[config.mk]
export PLATFORM = sky130hd
export DESIGN_NAME = pri_irq_cpu_end_flat
export DESIGN_NICKNAME = d
export VERILOG_FILES = /design/src/pri_irq_pkg.sv /design/src/pri_irq_bus_if.sv /design/src/pri_irq_cpu_end.sv /design/src/flat_wrapper.sv
export SDC_FILE = /design/constraint.sdc
export NUM_CORES = 1
export LEC_CHECK = 0
export CAP_MARGIN = 30
export CORE_ASPECT_RATIO = 1.1
export CORE_MARGIN = 2
export CORE_UTILIZATION = 60
export CTS_CLUSTER_SIZE = 30
export DETAILED_ROUTE_END_ITERATION = 6
export DONT_BUFFER_PORTS = 1
export PLACE_DENSITY = 0.76
export SKIP_CTS_REPAIR_TIMING = 1
export SLEW_MARGIN = 30
export SYNTH_ARGS = -nofsm -noshare
export SYNTH_HDL_FRONTEND = slang
export SYNTH_SLANG_ARGS = --single-unit
[constraint.sdc]
create_clock -name i_clk_sys -period 2.23 [get_ports i_clk_sys]
set_clock_uncertainty 0.1 [all_clocks]
set_input_delay 0.1115 -clock i_clk_sys [delete_from_list [all_inputs] [get_ports i_clk_sys]]
set_output_delay 0.1115 -clock i_clk_sys [all_outputs]
set_load 0.005 [all_outputs]
[src/pri_irq_pkg.sv]
// constants, register map and helpers shared by both ends of the link
package pri_irq_pkg;

    // ****************************************************
    // widths
    // ****************************************************
    localparam int WORD_W = 16;
    localparam int ADDR_W = 4;
    localparam int LEVEL_W = 4;
    localparam int NUM_LINES = 5;
    localparam int SEL_W = 3;
    localparam int IO_ADDR_W = 2;

    // ****************************************************
    // timing
    // ****************************************************
    localparam int CLK_PERIOD_NS = 5;
    localparam int IDENT_WAIT_NS = 1000;
    // longest wait rounds down
    localparam int IDENT_WAIT_CYC = IDENT_WAIT_NS / CLK_PERIOD_NS;
    localparam int WAIT_CNT_W = 8;

    // ****************************************************
    // processor side register map
    // ****************************************************
    localparam logic [ADDR_W-1:0] A_LEVEL_ENABLE = 4'h0;
    localparam logic [ADDR_W-1:0] A_LEVEL_DETECT = 4'h1;
    localparam logic [ADDR_W-1:0] A_CURRENT_LEVEL = 4'h2;
    localparam logic [ADDR_W-1:0] A_INT_ENABLE = 4'h3;
    localparam logic [ADDR_W-1:0] A_INT_DETECT = 4'h4;
    localparam logic [ADDR_W-1:0] A_SYS_CTRL = 4'h5;
    localparam logic [ADDR_W-1:0] A_IDENT_CMD = 4'h6;
    localparam logic [ADDR_W-1:0] A_ACCUM = 4'h7;
    localparam logic [ADDR_W-1:0] A_CAUSE_CODE = 4'h8;
    localparam logic [ADDR_W-1:0] A_PARITY_STAT = 4'h9;
    localparam logic [ADDR_W-1:0] A_PARITY_ADDR = 4'hA;

    // ****************************************************
    // levels and bit positions
    // ****************************************************
    localparam logic [LEVEL_W-1:0] LVL_IDENT_MIN = 4'hA;
    localparam logic [LEVEL_W-1:0] LVL_IDENT_MAX = 4'hD;
    localparam int LVL_INTERNAL = 14;
    localparam int ERR_IND_BIT = 5;
    localparam int SYS_ON_BIT = 0;
    localparam int PAR_FAULT_BIT = 0;

    // ****************************************************
    // interface side register map and bits
    // ****************************************************
    localparam logic [IO_ADDR_W-1:0] A_IO_CTRL = 2'h0;
    localparam logic [IO_ADDR_W-1:0] A_IO_STATUS = 2'h1;
    localparam int CTL_EOP_EN_BIT = 0;
    localparam int CTL_ERR_EN_BIT = 1;
    localparam int ST_READY_BIT = 3;
    localparam int ST_ERROR_BIT = 4;

    // ****************************************************
    // reset values
    // ****************************************************
    localparam logic [WORD_W-1:0] RST_WORD = 16'h0000;
    localparam logic [LEVEL_W-1:0] RST_LEVEL = 4'h0;

    // search sequencer states
    typedef enum logic [2:0]
    {
        ID_IDLE = 3'b001,
        ID_PRESENT = 3'b010,
        ID_PULSE = 3'b100
    } ident_state_t;

    // level carried by each hardware request line
    function automatic logic [LEVEL_W-1:0] line_level(
        input logic [SEL_W-1:0] idx);
        case (idx)
            3'h0: line_level = 4'hA;
            3'h1: line_level = 4'hB;
            3'h2: line_level = 4'hC;
            3'h3: line_level = 4'hD;
            default: line_level = 4'hF;
        endcase
    endfunction

endpackage

[src/pri_irq_bus_if.sv]
// bus wires between the processor end and one i/o interface slot
`timescale 1ns/10ps
`default_nettype none
interface pri_irq_bus_if;
    import pri_irq_pkg::*;

    // request lines, index 0..4 = levels 10, 11, 12, 13, 15
    logic [NUM_LINES-1:0] irq_lines;
    // search level presented to all slots
    logic [LEVEL_W-1:0] search_level;
    logic search_present;
    // head of the search daisy chain
    logic search_chain_pulse;
    // answer from the slot that stopped the chain
    logic ident_ack;
    logic [WORD_W-1:0] ident_code;

    modport cpu
    (
        input irq_lines,
        input ident_ack,
        input ident_code,
        output search_level,
        output search_present,
        output search_chain_pulse
    );

    modport io
    (
        output irq_lines,
        output ident_ack,
        output ident_code,
        input search_level,
        input search_present,
        input search_chain_pulse
    );
endinterface
`default_nettype wire

[src/pri_irq_cpu_end.sv]
// processor end: level enable/detect, internal traps and ident search
//
// What this block does
// - levels 10-13, 15 each own a request line
// - levels 0-9 detect set only by software
// - levels 10-13 and 15 settable by software or hardware
// - request lines feed detect register without masking
// - level 14 only from internal detect register
// - internal request needs matching internal enable bit
// - interfaces use standard level per device class
// - level 15 outranks level 14
// - ident searches one level, 10 to 13
// - present level; matching interfaces raise flag
// - chain pulse stops at first flagged slot
// - stopping slot returns code into accumulator
// - responder clears its own interrupt enable
// - slot nearest processor wins within level
// - each interface has selectable ident code
// - interface interrupts when ready bit set
// - pending requests ignored until system on
// - power up clears enable, detect, level
// - fault registers unblock after both reads
// - interface needs control enable bits set
// - internal enable bit 5 gates error indicator
// - end-of-operation and error request conditions
// - run highest level enabled and detected
//
// The address-and-strobe port and the register offsets were left to the implementer.
`timescale 1ns/10ps
`default_nettype none
module pri_irq_cpu_end
    import pri_irq_pkg::*;
(
    // clock and reset
    input wire logic i_clk_sys,
    input wire logic i_resetn,
    // register port
    input wire logic [pri_irq_pkg::ADDR_W-1:0] i_addr,
    input wire logic [pri_irq_pkg::WORD_W-1:0] i_wdata,
    input wire logic i_wr,
    input wire logic i_rd,
    output logic [pri_irq_pkg::WORD_W-1:0] o_rdata,
    // internal trap sources
    input wire logic [pri_irq_pkg::WORD_W-1:0] i_trap_req,
    input wire logic i_parity_fault,
    input wire logic [pri_irq_pkg::WORD_W-1:0] i_parity_addr,
    // running level
    output logic [pri_irq_pkg::LEVEL_W-1:0] o_current_level,
    output logic o_level_active,
    // bus side
    pri_irq_bus_if.cpu bus
);
    import pri_irq_pkg::*;

    // ****************************************************
    // state
    // ****************************************************
    typedef struct packed
    {
        logic [WORD_W-1:0] level_enable_mask;
        logic [WORD_W-1:0] level_detect_reg;
        logic [LEVEL_W-1:0] current_level;
        logic level_active;
        logic [WORD_W-1:0] internal_enable_mask;
        logic [WORD_W-1:0] internal_detect_reg;
        logic irq_system_on;
        ident_state_t ident_state;
        logic [LEVEL_W-1:0] search_level;
        logic [WAIT_CNT_W-1:0] wait_cnt;
        logic [WORD_W-1:0] accum;
        logic [LEVEL_W-1:0] internal_cause_code;
        logic [WORD_W-1:0] parity_fault_status;
        logic [WORD_W-1:0] parity_fault_address;
        logic cause_read;
        logic status_read;
        logic [WORD_W-1:0] rdata;
    } cpu_state_t;

    cpu_state_t st_ff;
    cpu_state_t nxt_st;

    logic unblocked;
    logic [WORD_W-1:0] live_detect;

    // highest set bit wins; scan runs upward so 15 beats 14
    function automatic logic [LEVEL_W:0] top_level(
        input logic [WORD_W-1:0] vec);
        logic [LEVEL_W:0] res;
        res = '0;
        for (int i = 0; i < WORD_W; i++)
        begin
            if (vec[i])
            begin
                res = {1'b1, LEVEL_W'(i)};
            end
        end
        return res;
    endfunction

    // ****************************************************
    // next state
    // ****************************************************
    always_comb
    begin
        logic [LEVEL_W:0] pick;
        logic [LEVEL_W-1:0] cmd_level;
        pick = '0;
        cmd_level = i_wdata[LEVEL_W-1:0];
        nxt_st = st_ff;
        nxt_st.rdata = RST_WORD;
        unblocked = st_ff.cause_read && st_ff.status_read;

        // detect register: software may load any level except 14
        if (i_wr && i_addr == A_LEVEL_DETECT)
        begin
            nxt_st.level_detect_reg = i_wdata;
        end
        // request lines go straight in, and win over a clear
        for (int i = 0; i < NUM_LINES; i++)
        begin
            if (bus.irq_lines[i])
            begin
                nxt_st.level_detect_reg[line_level(SEL_W'(i))] = 1'b1;
            end
        end
        // level 14 follows the gated internal requests only
        nxt_st.level_detect_reg[LVL_INTERNAL] =
            |(st_ff.internal_detect_reg & st_ff.internal_enable_mask);

        // masks and system switch
        if (i_wr && i_addr == A_LEVEL_ENABLE)
        begin
            nxt_st.level_enable_mask = i_wdata;
        end
        if (i_wr && i_addr == A_INT_ENABLE)
        begin
            nxt_st.internal_enable_mask = i_wdata;
        end
        if (i_wr && i_addr == A_SYS_CTRL)
        begin
            nxt_st.irq_system_on = i_wdata[SYS_ON_BIT];
        end

        // internal detect: write one to clear, a new trap wins
        if (i_wr && i_addr == A_INT_DETECT)
        begin
            nxt_st.internal_detect_reg = st_ff.internal_detect_reg & ~i_wdata;
        end
        nxt_st.internal_detect_reg = nxt_st.internal_detect_reg | i_trap_req;

        // cause code and parity capture stay frozen while blocked
        pick = top_level(i_trap_req);
        if (unblocked && pick[LEVEL_W])
        begin
            nxt_st.internal_cause_code = pick[LEVEL_W-1:0];
        end
        if (i_rd && i_addr == A_PARITY_STAT)
        begin
            nxt_st.parity_fault_status[PAR_FAULT_BIT] = 1'b0;
        end
        if (i_parity_fault && unblocked)
        begin
            nxt_st.parity_fault_status[PAR_FAULT_BIT] = 1'b1;
            nxt_st.parity_fault_address = i_parity_addr;
        end
        if (i_rd && i_addr == A_CAUSE_CODE)
        begin
            nxt_st.cause_read = 1'b1;
        end
        if (i_rd && i_addr == A_PARITY_STAT)
        begin
            nxt_st.status_read = 1'b1;
        end

        // running level: nothing runs above 0 until system on
        pick = top_level(st_ff.level_enable_mask & st_ff.level_detect_reg);
        if (st_ff.irq_system_on)
        begin
            nxt_st.current_level = pick[LEVEL_W-1:0];
            nxt_st.level_active = pick[LEVEL_W];
        end
        else
        begin
            nxt_st.current_level = RST_LEVEL;
            nxt_st.level_active = 1'b0;
        end

        // ident search sequencer
        case (st_ff.ident_state)
            ID_IDLE:
            begin
                if (i_wr && i_addr == A_IDENT_CMD)
                begin
                    if (cmd_level >= LVL_IDENT_MIN && cmd_level <= LVL_IDENT_MAX)
                    begin
                        nxt_st.search_level = cmd_level;
                        nxt_st.ident_state = ID_PRESENT;
                    end
                    else
                    begin
                        // illegal level: no search, zero code
                        nxt_st.accum = RST_WORD;
                    end
                end
            end
            ID_PRESENT:
            begin
                // one cycle for the slots to settle their match flags
                nxt_st.wait_cnt = '0;
                nxt_st.ident_state = ID_PULSE;
            end
            ID_PULSE:
            begin
                if (bus.ident_ack)
                begin
                    nxt_st.accum = bus.ident_code;
                    nxt_st.ident_state = ID_IDLE;
                end
                else if (st_ff.wait_cnt == WAIT_CNT_W'(IDENT_WAIT_CYC - 1))
                begin
                    // broken or empty chain must not hang the caller
                    nxt_st.accum = RST_WORD;
                    nxt_st.ident_state = ID_IDLE;
                end
                else
                begin
                    nxt_st.wait_cnt = st_ff.wait_cnt + WAIT_CNT_W'(1);
                end
            end
            default:
            begin
                nxt_st.ident_state = ID_IDLE;
            end
        endcase

        // read data, one cycle after the strobe
        if (i_rd)
        begin
            case (i_addr)
                A_LEVEL_ENABLE: nxt_st.rdata = st_ff.level_enable_mask;
                A_LEVEL_DETECT: nxt_st.rdata = st_ff.level_detect_reg;
                A_CURRENT_LEVEL: nxt_st.rdata = WORD_W'(st_ff.current_level);
                A_INT_ENABLE: nxt_st.rdata = st_ff.internal_enable_mask;
                A_INT_DETECT: nxt_st.rdata = st_ff.internal_detect_reg;
                A_SYS_CTRL: nxt_st.rdata = WORD_W'(st_ff.irq_system_on);
                A_IDENT_CMD:
                    nxt_st.rdata = WORD_W'(st_ff.ident_state != ID_IDLE);
                A_ACCUM: nxt_st.rdata = st_ff.accum;
                A_CAUSE_CODE:
                    nxt_st.rdata = unblocked ?
                        WORD_W'(st_ff.internal_cause_code) : RST_WORD;
                A_PARITY_STAT:
                    nxt_st.rdata = unblocked ?
                        st_ff.parity_fault_status : RST_WORD;
                A_PARITY_ADDR:
                    nxt_st.rdata = unblocked ?
                        st_ff.parity_fault_address : RST_WORD;
                default: nxt_st.rdata = RST_WORD;
            endcase
        end
    end

    // ****************************************************
    // registers
    // ****************************************************
    always_ff @(posedge i_clk_sys or negedge i_resetn)
    begin
        if (!i_resetn)
        begin
            // every field resets to zero except the one-hot idle state
            st_ff <= '0;
            st_ff.ident_state <= ID_IDLE;
        end
        else
        begin
            st_ff <= nxt_st;
        end
    end

    // ****************************************************
    // outputs
    // ****************************************************
    assign live_detect = st_ff.level_detect_reg;
    assign o_rdata = st_ff.rdata;
    assign o_current_level = st_ff.current_level;
    assign o_level_active = st_ff.level_active && |live_detect;
    assign bus.search_level = st_ff.search_level;
    assign bus.search_present = st_ff.ident_state != ID_IDLE;
    assign bus.search_chain_pulse = st_ff.ident_state == ID_PULSE;

endmodule
`default_nettype wire

[src/flat_wrapper.sv]
// flat-port wrapper written by rule: the top's interface ports become plain ports
module pri_irq_cpu_end_flat import pri_irq_pkg::*;
  (i_clk_sys, i_resetn, i_addr, i_wdata, i_wr, i_rd, o_rdata, i_trap_req, i_parity_fault, i_parity_addr, o_current_level, o_level_active, bus_irq_lines, bus_ident_ack, bus_ident_code, bus_search_level, bus_search_present, bus_search_chain_pulse);
  pri_irq_bus_if bus_i ();
  input wire logic i_clk_sys;
  input wire logic i_resetn;
  input wire logic [pri_irq_pkg::ADDR_W-1:0] i_addr;
  input wire logic [pri_irq_pkg::WORD_W-1:0] i_wdata;
  input wire logic i_wr;
  input wire logic i_rd;
  output logic [pri_irq_pkg::WORD_W-1:0] o_rdata;
  input wire logic [pri_irq_pkg::WORD_W-1:0] i_trap_req;
  input wire logic i_parity_fault;
  input wire logic [pri_irq_pkg::WORD_W-1:0] i_parity_addr;
  output logic [pri_irq_pkg::LEVEL_W-1:0] o_current_level;
  output logic o_level_active;
  input wire logic [$bits(bus_i.irq_lines)-1:0] bus_irq_lines;
  input wire logic [$bits(bus_i.ident_ack)-1:0] bus_ident_ack;
  input wire logic [$bits(bus_i.ident_code)-1:0] bus_ident_code;
  output wire logic [$bits(bus_i.search_level)-1:0] bus_search_level;
  output wire logic [$bits(bus_i.search_present)-1:0] bus_search_present;
  output wire logic [$bits(bus_i.search_chain_pulse)-1:0] bus_search_chain_pulse;
  assign bus_i.irq_lines = bus_irq_lines;
  assign bus_i.ident_ack = bus_ident_ack;
  assign bus_i.ident_code = bus_ident_code;
  assign bus_search_level = bus_i.search_level;
  assign bus_search_present = bus_i.search_present;
  assign bus_search_chain_pulse = bus_i.search_chain_pulse;
  pri_irq_cpu_end u_core (.i_clk_sys(i_clk_sys), .i_resetn(i_resetn), .i_addr(i_addr), .i_wdata(i_wdata), .i_wr(i_wr), .i_rd(i_rd), .o_rdata(o_rdata), .i_trap_req(i_trap_req), .i_parity_fault(i_parity_fault), .i_parity_addr(i_parity_addr), .o_current_level(o_current_level), .o_level_active(o_level_active), .bus(bus_i));
endmodule
======== Word-level counts from Yosys, hierarchy flattened ========
Index checks and enable logic that the tools add are counted.
storage, ports and cells
  output and inout port bits .............. 27
  input bits .............................. 79
  flip-flop bits (word level) ............. 140
  word-level logic and storage cells ...... 164
operators by class
  equality and inequality tests ........... 21
  reductions and logical operators ........ 28
  $lt $le $gt $ge ......................... 12
  add/sub/neg operators ................... 1
  multiplexer cells ....................... 75
  bitwise logic cells ..................... 10
operators by type and width
  kind                                                               number
  two-way mux 16 bit                                                 13
  case mux 16 bit (11 select lines)                                  1
  two-way mux 5 bit                                                  33
  bitwise OR 16 bit                                                  6
  bitwise AND 16 bit                                                 3
  case mux 16 bit (2 select lines)                                   1
  OR reduction 16 bit                                                2
  < comparator 4 x 5 -> 1 bit, second input constant                 5
  two-way mux 4 bit                                                  6
  demux 1 bit (select 4 bit)                                         5
  greater-or-equal comparator 4 x 1 -> 1 bit, second input constant  5
  logical AND 1 bit                                                  18
  two-way mux 17 bit                                                 1
  == test 4 x 3 -> 1 bit, second input constant                      4
  two-way mux 8 bit                                                  2
  NOT 16 bit                                                         1
  case mux 8 bit (2 select lines)                                    1
  two-way mux 7 bit                                                  2
  == test 4 bit, second input constant                               3
  case mux 3 bit (3 select lines)                                    1
  AND reduction 3 bit                                                3
  adder 8 x 1 -> 8 bit, second input constant                        1
  == test 4 x 2 -> 1 bit, second input constant                      2
  == test 8 bit, second input constant                               1
  15 further kinds                                                   27

======== Depth between registers and ports, before layout ========
  word-level depth ........................ 18
  gate-level depth with buffers ........... 7
  depth with buffers taken out ............ 6

======== Least setup slack after synthesis ========
OpenSTA, ideal clock, no wires.
  path type ............................... register to register
  start point ............................. reg u_core.st_ff[82] (netlist name)
  end point ............................... reg u_core.st_ff (netlist bit u_core.bus.search_level[0])
  setup time .............................. 125 ps
  required time ........................... 2005 ps
  cell stages (with the launch flop) ...... 6
  path buffers ............................ 1
  path slack .............................. 402 ps
  arrival ................................. 1604 ps
  clock period less this slack ............ 1828 ps
  path through ............................ dfstp_2 > nor3b_2 > nand3_1 > or3_1 > clkbuf_1 > mux2_2
between the ends
  cells in the longest elaborated chain, start to end .. 2
ends and longest elaborated chain
  what                                  RTL line                text
  start, declared                       pri_irq_cpu_end.sv:79   cpu_state_t st_ff;
  start signal, assigned                pri_irq_cpu_end.sv:276  st_ff <= nxt_st;
  == test 3 x 1 -> 1 bit                pri_irq_cpu_end.sv:189  case (st_ff.ident_state)
  AND reduction 3 bit (no source line)  -
No other way between the ends.
A chain may end at the register's enable or synchronous reset.

======== Final worst setup path ========
  start point ............................. reg u_core.st_ff[83] (netlist name)
  end point ............................... reg u_core.st_ff[72] (netlist name)
between the ends
  cells in the longest elaborated chain, start to end .. 3
  elaborated cells on any way between the ends .. 7
  those cells by class .................... eq/ne: 4; mux: 1; reduce/logical: 2
ends and longest elaborated chain
  what                                                                  RTL line
  == test 3 bit or == test 3 x 2 -> 1 bit (tied branches)               pri_irq_cpu_end.sv:189
  != test 2 bit (no source line) or nonzero test 2 bit (tied branches)  -
  AND reduction 3 bit (no source line)                                  -
Several ways; a longest one is shown, not always the timed one.

==> reports/metrics.csv <==
stage,metric,value,unit
run_status,status,"complete, but fails checks",
run_status,failing checks,"design-rule violations, negative hold slack",
logic_synthesis,mapped cell area,0.00645,mm2
routing,DRT Wirelength,19800,um
global_route,GR Util All Layers,32.5,%
pwr,sw frac,25.9,%
pwr,P_int,5.47,mW
logic_synthesis,Compound-Gate Fraction of Synth Area,17.8,%
floorplanning,Core Box Area,0.0104,mm2
pwr,Clk network pwr share,40.5,%
logic_synthesis,Syn Inst Count,544,
critical_path,critical path class,reg2reg,
critical_path,CP Capture Type,flip-flop,
logic_synthesis,largest family of logic cells by synthesized area,compound AO/OA/AOI/OAI gates,
logic_synthesis,Post-synth EDFFs,0,
layout,post-route cell area,0.00803,mm2
floorplanning,Die ar.,0.0116,mm2
pwr,VDD IR max,0.673,mV
clocking,H-tree lvl count,4,
pwr,Reg power frac,46.0,%
critical_path,CP startpoint kind,flip-flop,
clocking,largest buffer count on any clock path,2,
critical_path,RR Endpoint,u_core.st_ff[72],
logic_synthesis,area share of the largest cell type after synthesis,54.0,%
critical_path,crit path max-delay cell type,nor4b_2,
critical_path,WP data required,2.42,ns
sta,Worst Tran Pin Value,0.867,ns
layout,Fillers,707,
job,max cap viols,0,
routing,via count,5303,
clocking,clock latency at the later pin of the worst-skew pair,0.43,ns
logic_synthesis,XOR/XNOR Fraction of Synth Area,0.815,%
critical_path,Critical Path Fanout Max,8,
sta,"Hold Violations, Final",144,
sta,hold slack final,-0.720,ns
sta,RSZ-0062 raised after global routing,false,
sta,# setup viols final,0,
critical_path,launch point of the worst path,u_core.st_ff[83],
global_route,first-pass GRT wire length,27300,um
logic_synthesis,Netlist cell types,59,
sta,Max-slew headroom,42.1,%
clocking,"CTS clk-pin slew, worst paths",0.06,ns
floorplanning,Die X,103,um
critical_path,crit path cell chain,nor4b_2 > o21ai_2 > a21boi_0 > xnor2_1 > nor2_1,
clocking,root buffer cell,clkbuf_16,
logic_synthesis,commonest cells in the netlist,"dfrtp_1 (139), mux2_2 (61), nand2_1 (44), a222oi_1 (27), buf_4 (27)",
sta,crit path time final,2.03,ns
critical_path,flop2flop setup slack,0.20,ns
logic_synthesis,largest area contributor in the netlist,dfrtp_1,
logic_synthesis,YS warnings,0,
global_route,vias in the first global route,4759,
logic_synthesis,Yosys reg bits,140,
sta,Final period util,91.2,%
pwr,Pwr Density,919,mW/mm2
pwr,Leak,3.30,nW
routing,routed len/inst,25.4,um
logic_synthesis,Synth area leaders,"dfrtp_1 (54%), mux2_2 (11%), a222oi_1 (4.2%), buf_4 (3.1%), a22o_1 (3.1%)",
logic_synthesis,simple-gate share of the synthesized area,10.5,%
floorplanning,IO Pins,106,
logic_synthesis,syn avg cell area,11.8,um2
logic_synthesis,cell with the most instances after synthesis,dfrtp_1,
clocking,CTS Buf Count,17,
logic_synthesis,synthesized net count,624,
routing,Pre-antenna DRT Iters,7,
pwr,Comb power frac,13.5,%
sta,Max Clock Freq,0.492,GHz
layout,nets@finish,704,
logic_synthesis,"Top FF cell, synth",dfrtp_1,
logic_synthesis,sequential-to-total area share from yosys stat,54.4,%
placement,Area after DPL,0.00640,mm2
global_route,"Remaining Overflow, GRT",0,
layout,layout cells sized above 1,17.7,%
layout,P&R area growth vs syn,24.5,%
critical_path,worst setup path end,u_core.st_ff[72],
critical_path,max incr delay on CP,0.63,ns
pwr,switching power,1.91,mW
placement,IO Port Bufs,0,
logic_synthesis,Synth Area in Adders,0.194,%
placement,GP Congestion,0.970,
routing,DRC violations left,21,
floorplanning,FP Rows,39,
clocking,CTS tree,done,
critical_path,RR Startpoint,u_core.st_ff[83],
placement,hpwl dp,12700,um
critical_path,r2r worst-path depth,5,
routing,initial drt markers,808,
critical_path,CP Data Arrival Time,2.22,ns
clocking,# clock sinks,140,
floorplanning,DIE HEIGHT,113,um
global_route,initial antenna violation count,1,
routing,Routed Antenna Nets,0,
sta,TNS Setup,0,ns
logic_synthesis,fraction of registers with async set/reset,100,%
sta,fin. max-slew vios,0,
routing,vias per std cell,6.79,
logic_synthesis,post-synthesis mux area share,11.3,%
min_path,Hold WC Path Type,in2async,
global_route,largest net degree at the start of global routing,141,
floorplanning,initial core utilization,61.7,%
## worst max-delay path, delay by kind of cell (launching register included)
| kind | cells | cell delay (ns) |
|---|---|---|
| and+or+nand+nor | 2 | 0.68 |
| AOI/OAI and AO/OA | 2 | 0.52 |
| DFF | 1 | 0.45 |
| xor gates and xnor gates | 1 | 0.15 |
## flip-flops by register name (all words and copies together), names as in the netlist
register / flops
u_core.o_rdata: 16
u_core.bus.search_level: 4
u_core.live_detect: 16
u_core.o_current_level: 4
u_core.st_ff: 100
## worst min-delay path by stage
stage | from | endpoint | slack, ns | depth (start not counted)
final | i_resetn | u_core.live_detect[0] | -0.72 | 0
after global routing | i_resetn | u_core.live_detect[0] | -0.74 | 0
after CTS | i_resetn | u_core.live_detect[2] | -0.74 | 0
after detailed placement | i_resetn | u_core.o_rdata[1] | -0.28 | 0
after global placement | i_resetn | u_core.o_rdata[1] | -0.28 | 0
after floorplan | i_resetn | u_core.bus.search_level[0] | -0.28 | 0
## layer usage
layer  vias up  wire length [um]  track usage (%)  share of wire, %
li1       2231                 -                -                 -
met1      2599              7470             46.8                38
met2       413              9140             45.9                46
met3        60              2530             9.70                13
met4         0               682             14.4               3.4
met5         -                 0                0                 0
## final cells by class
| class | count | area [um2] | share of cell area [%] |
|---|---|---|---|
| sequential | 140 | 3500 | 43.7 |
| multi-input combinational | 347 | 2620 | 32.6 |
| timing repair buffer | 108 | 1060 | 13.2 |
| clock buffer | 21 | 460 | 5.74 |
| tap | 143 | 179 | 2.23 |
| clock inverter | 11 | 165 | 2.06 |
| inverter | 10 | 37.5 | 0.468 |
| antenna | 1 | 2.50 | 0.0312 |
## cells by family (layout without fill, tap and decap cells)
family / Yosys count / count (layout)
AO/OA/AOI/OAI: 148 / 148
flip-flops: 140 / 140
XOR/XNOR: 6 / 6
adder cells (fa/ha/maj): 1 / 1
AND/OR/NAND/NOR: 127 / 127
buffers and inverters: 57 / 150
other: 0 / 1
multiplexers: 65 / 65
## placed cells by master, fill, tap and decap left out, types with 5 or more instances in the layout
cell type	n
a211o_1	6
a21o_1	17
a21oi_1	19
a221oi_1	10
a222oi_1	27
a22o_1	23
a31oi_1	10
and3_1	7
buf_4	8
clkbuf_16	17
dfrtp_1	139
dlygate4sd3_1	100
inv_1	10
mux2_2	61
nand2_1	44
nand2b_1	5
nand3_1	8
nor2_1	25
nor4_1	7
o21ai_0	14
## power by group through the flow
| stage | registers (mW) | logic [mW] | clock network [mW] |
|---|---|---|---|
| final | 3.39 | 0.994 | 2.99 |
| after CTS | 3.36 | 0.796 | 3.01 |
| after global placement | 3.39 | 0.762 | 0 |
| after global routing | 3.42 | 1.07 | 3.14 |
| after detailed placement | 3.40 | 0.789 | 0 |
| after floorplan | 3.20 | 0.741 | 0 |
## through the flow
stage / hold slack (ns) / worst slack, ns / total power, mW / util (%) / cells
4_1_cts: -0.735 / 0.287 / 7.17 / 67.3 / 680
3_5_place_dp: -0.280 / 0.306 / 4.19 / 61.3 / 648
3_3_place_gp: -0.280 / 0.389 / 4.15 / 61.3 / 648
6_report: -0.720 / 0.197 / 7.38 / 76.9 / 781
2_1_floorplan: -0.284 / 0.402 / 3.94 / - / 544
5_1_grt: -0.738 / 0.0710 / 7.63 / 76.9 / 780
No activity file was read; power rests on OpenSTA's default activity.
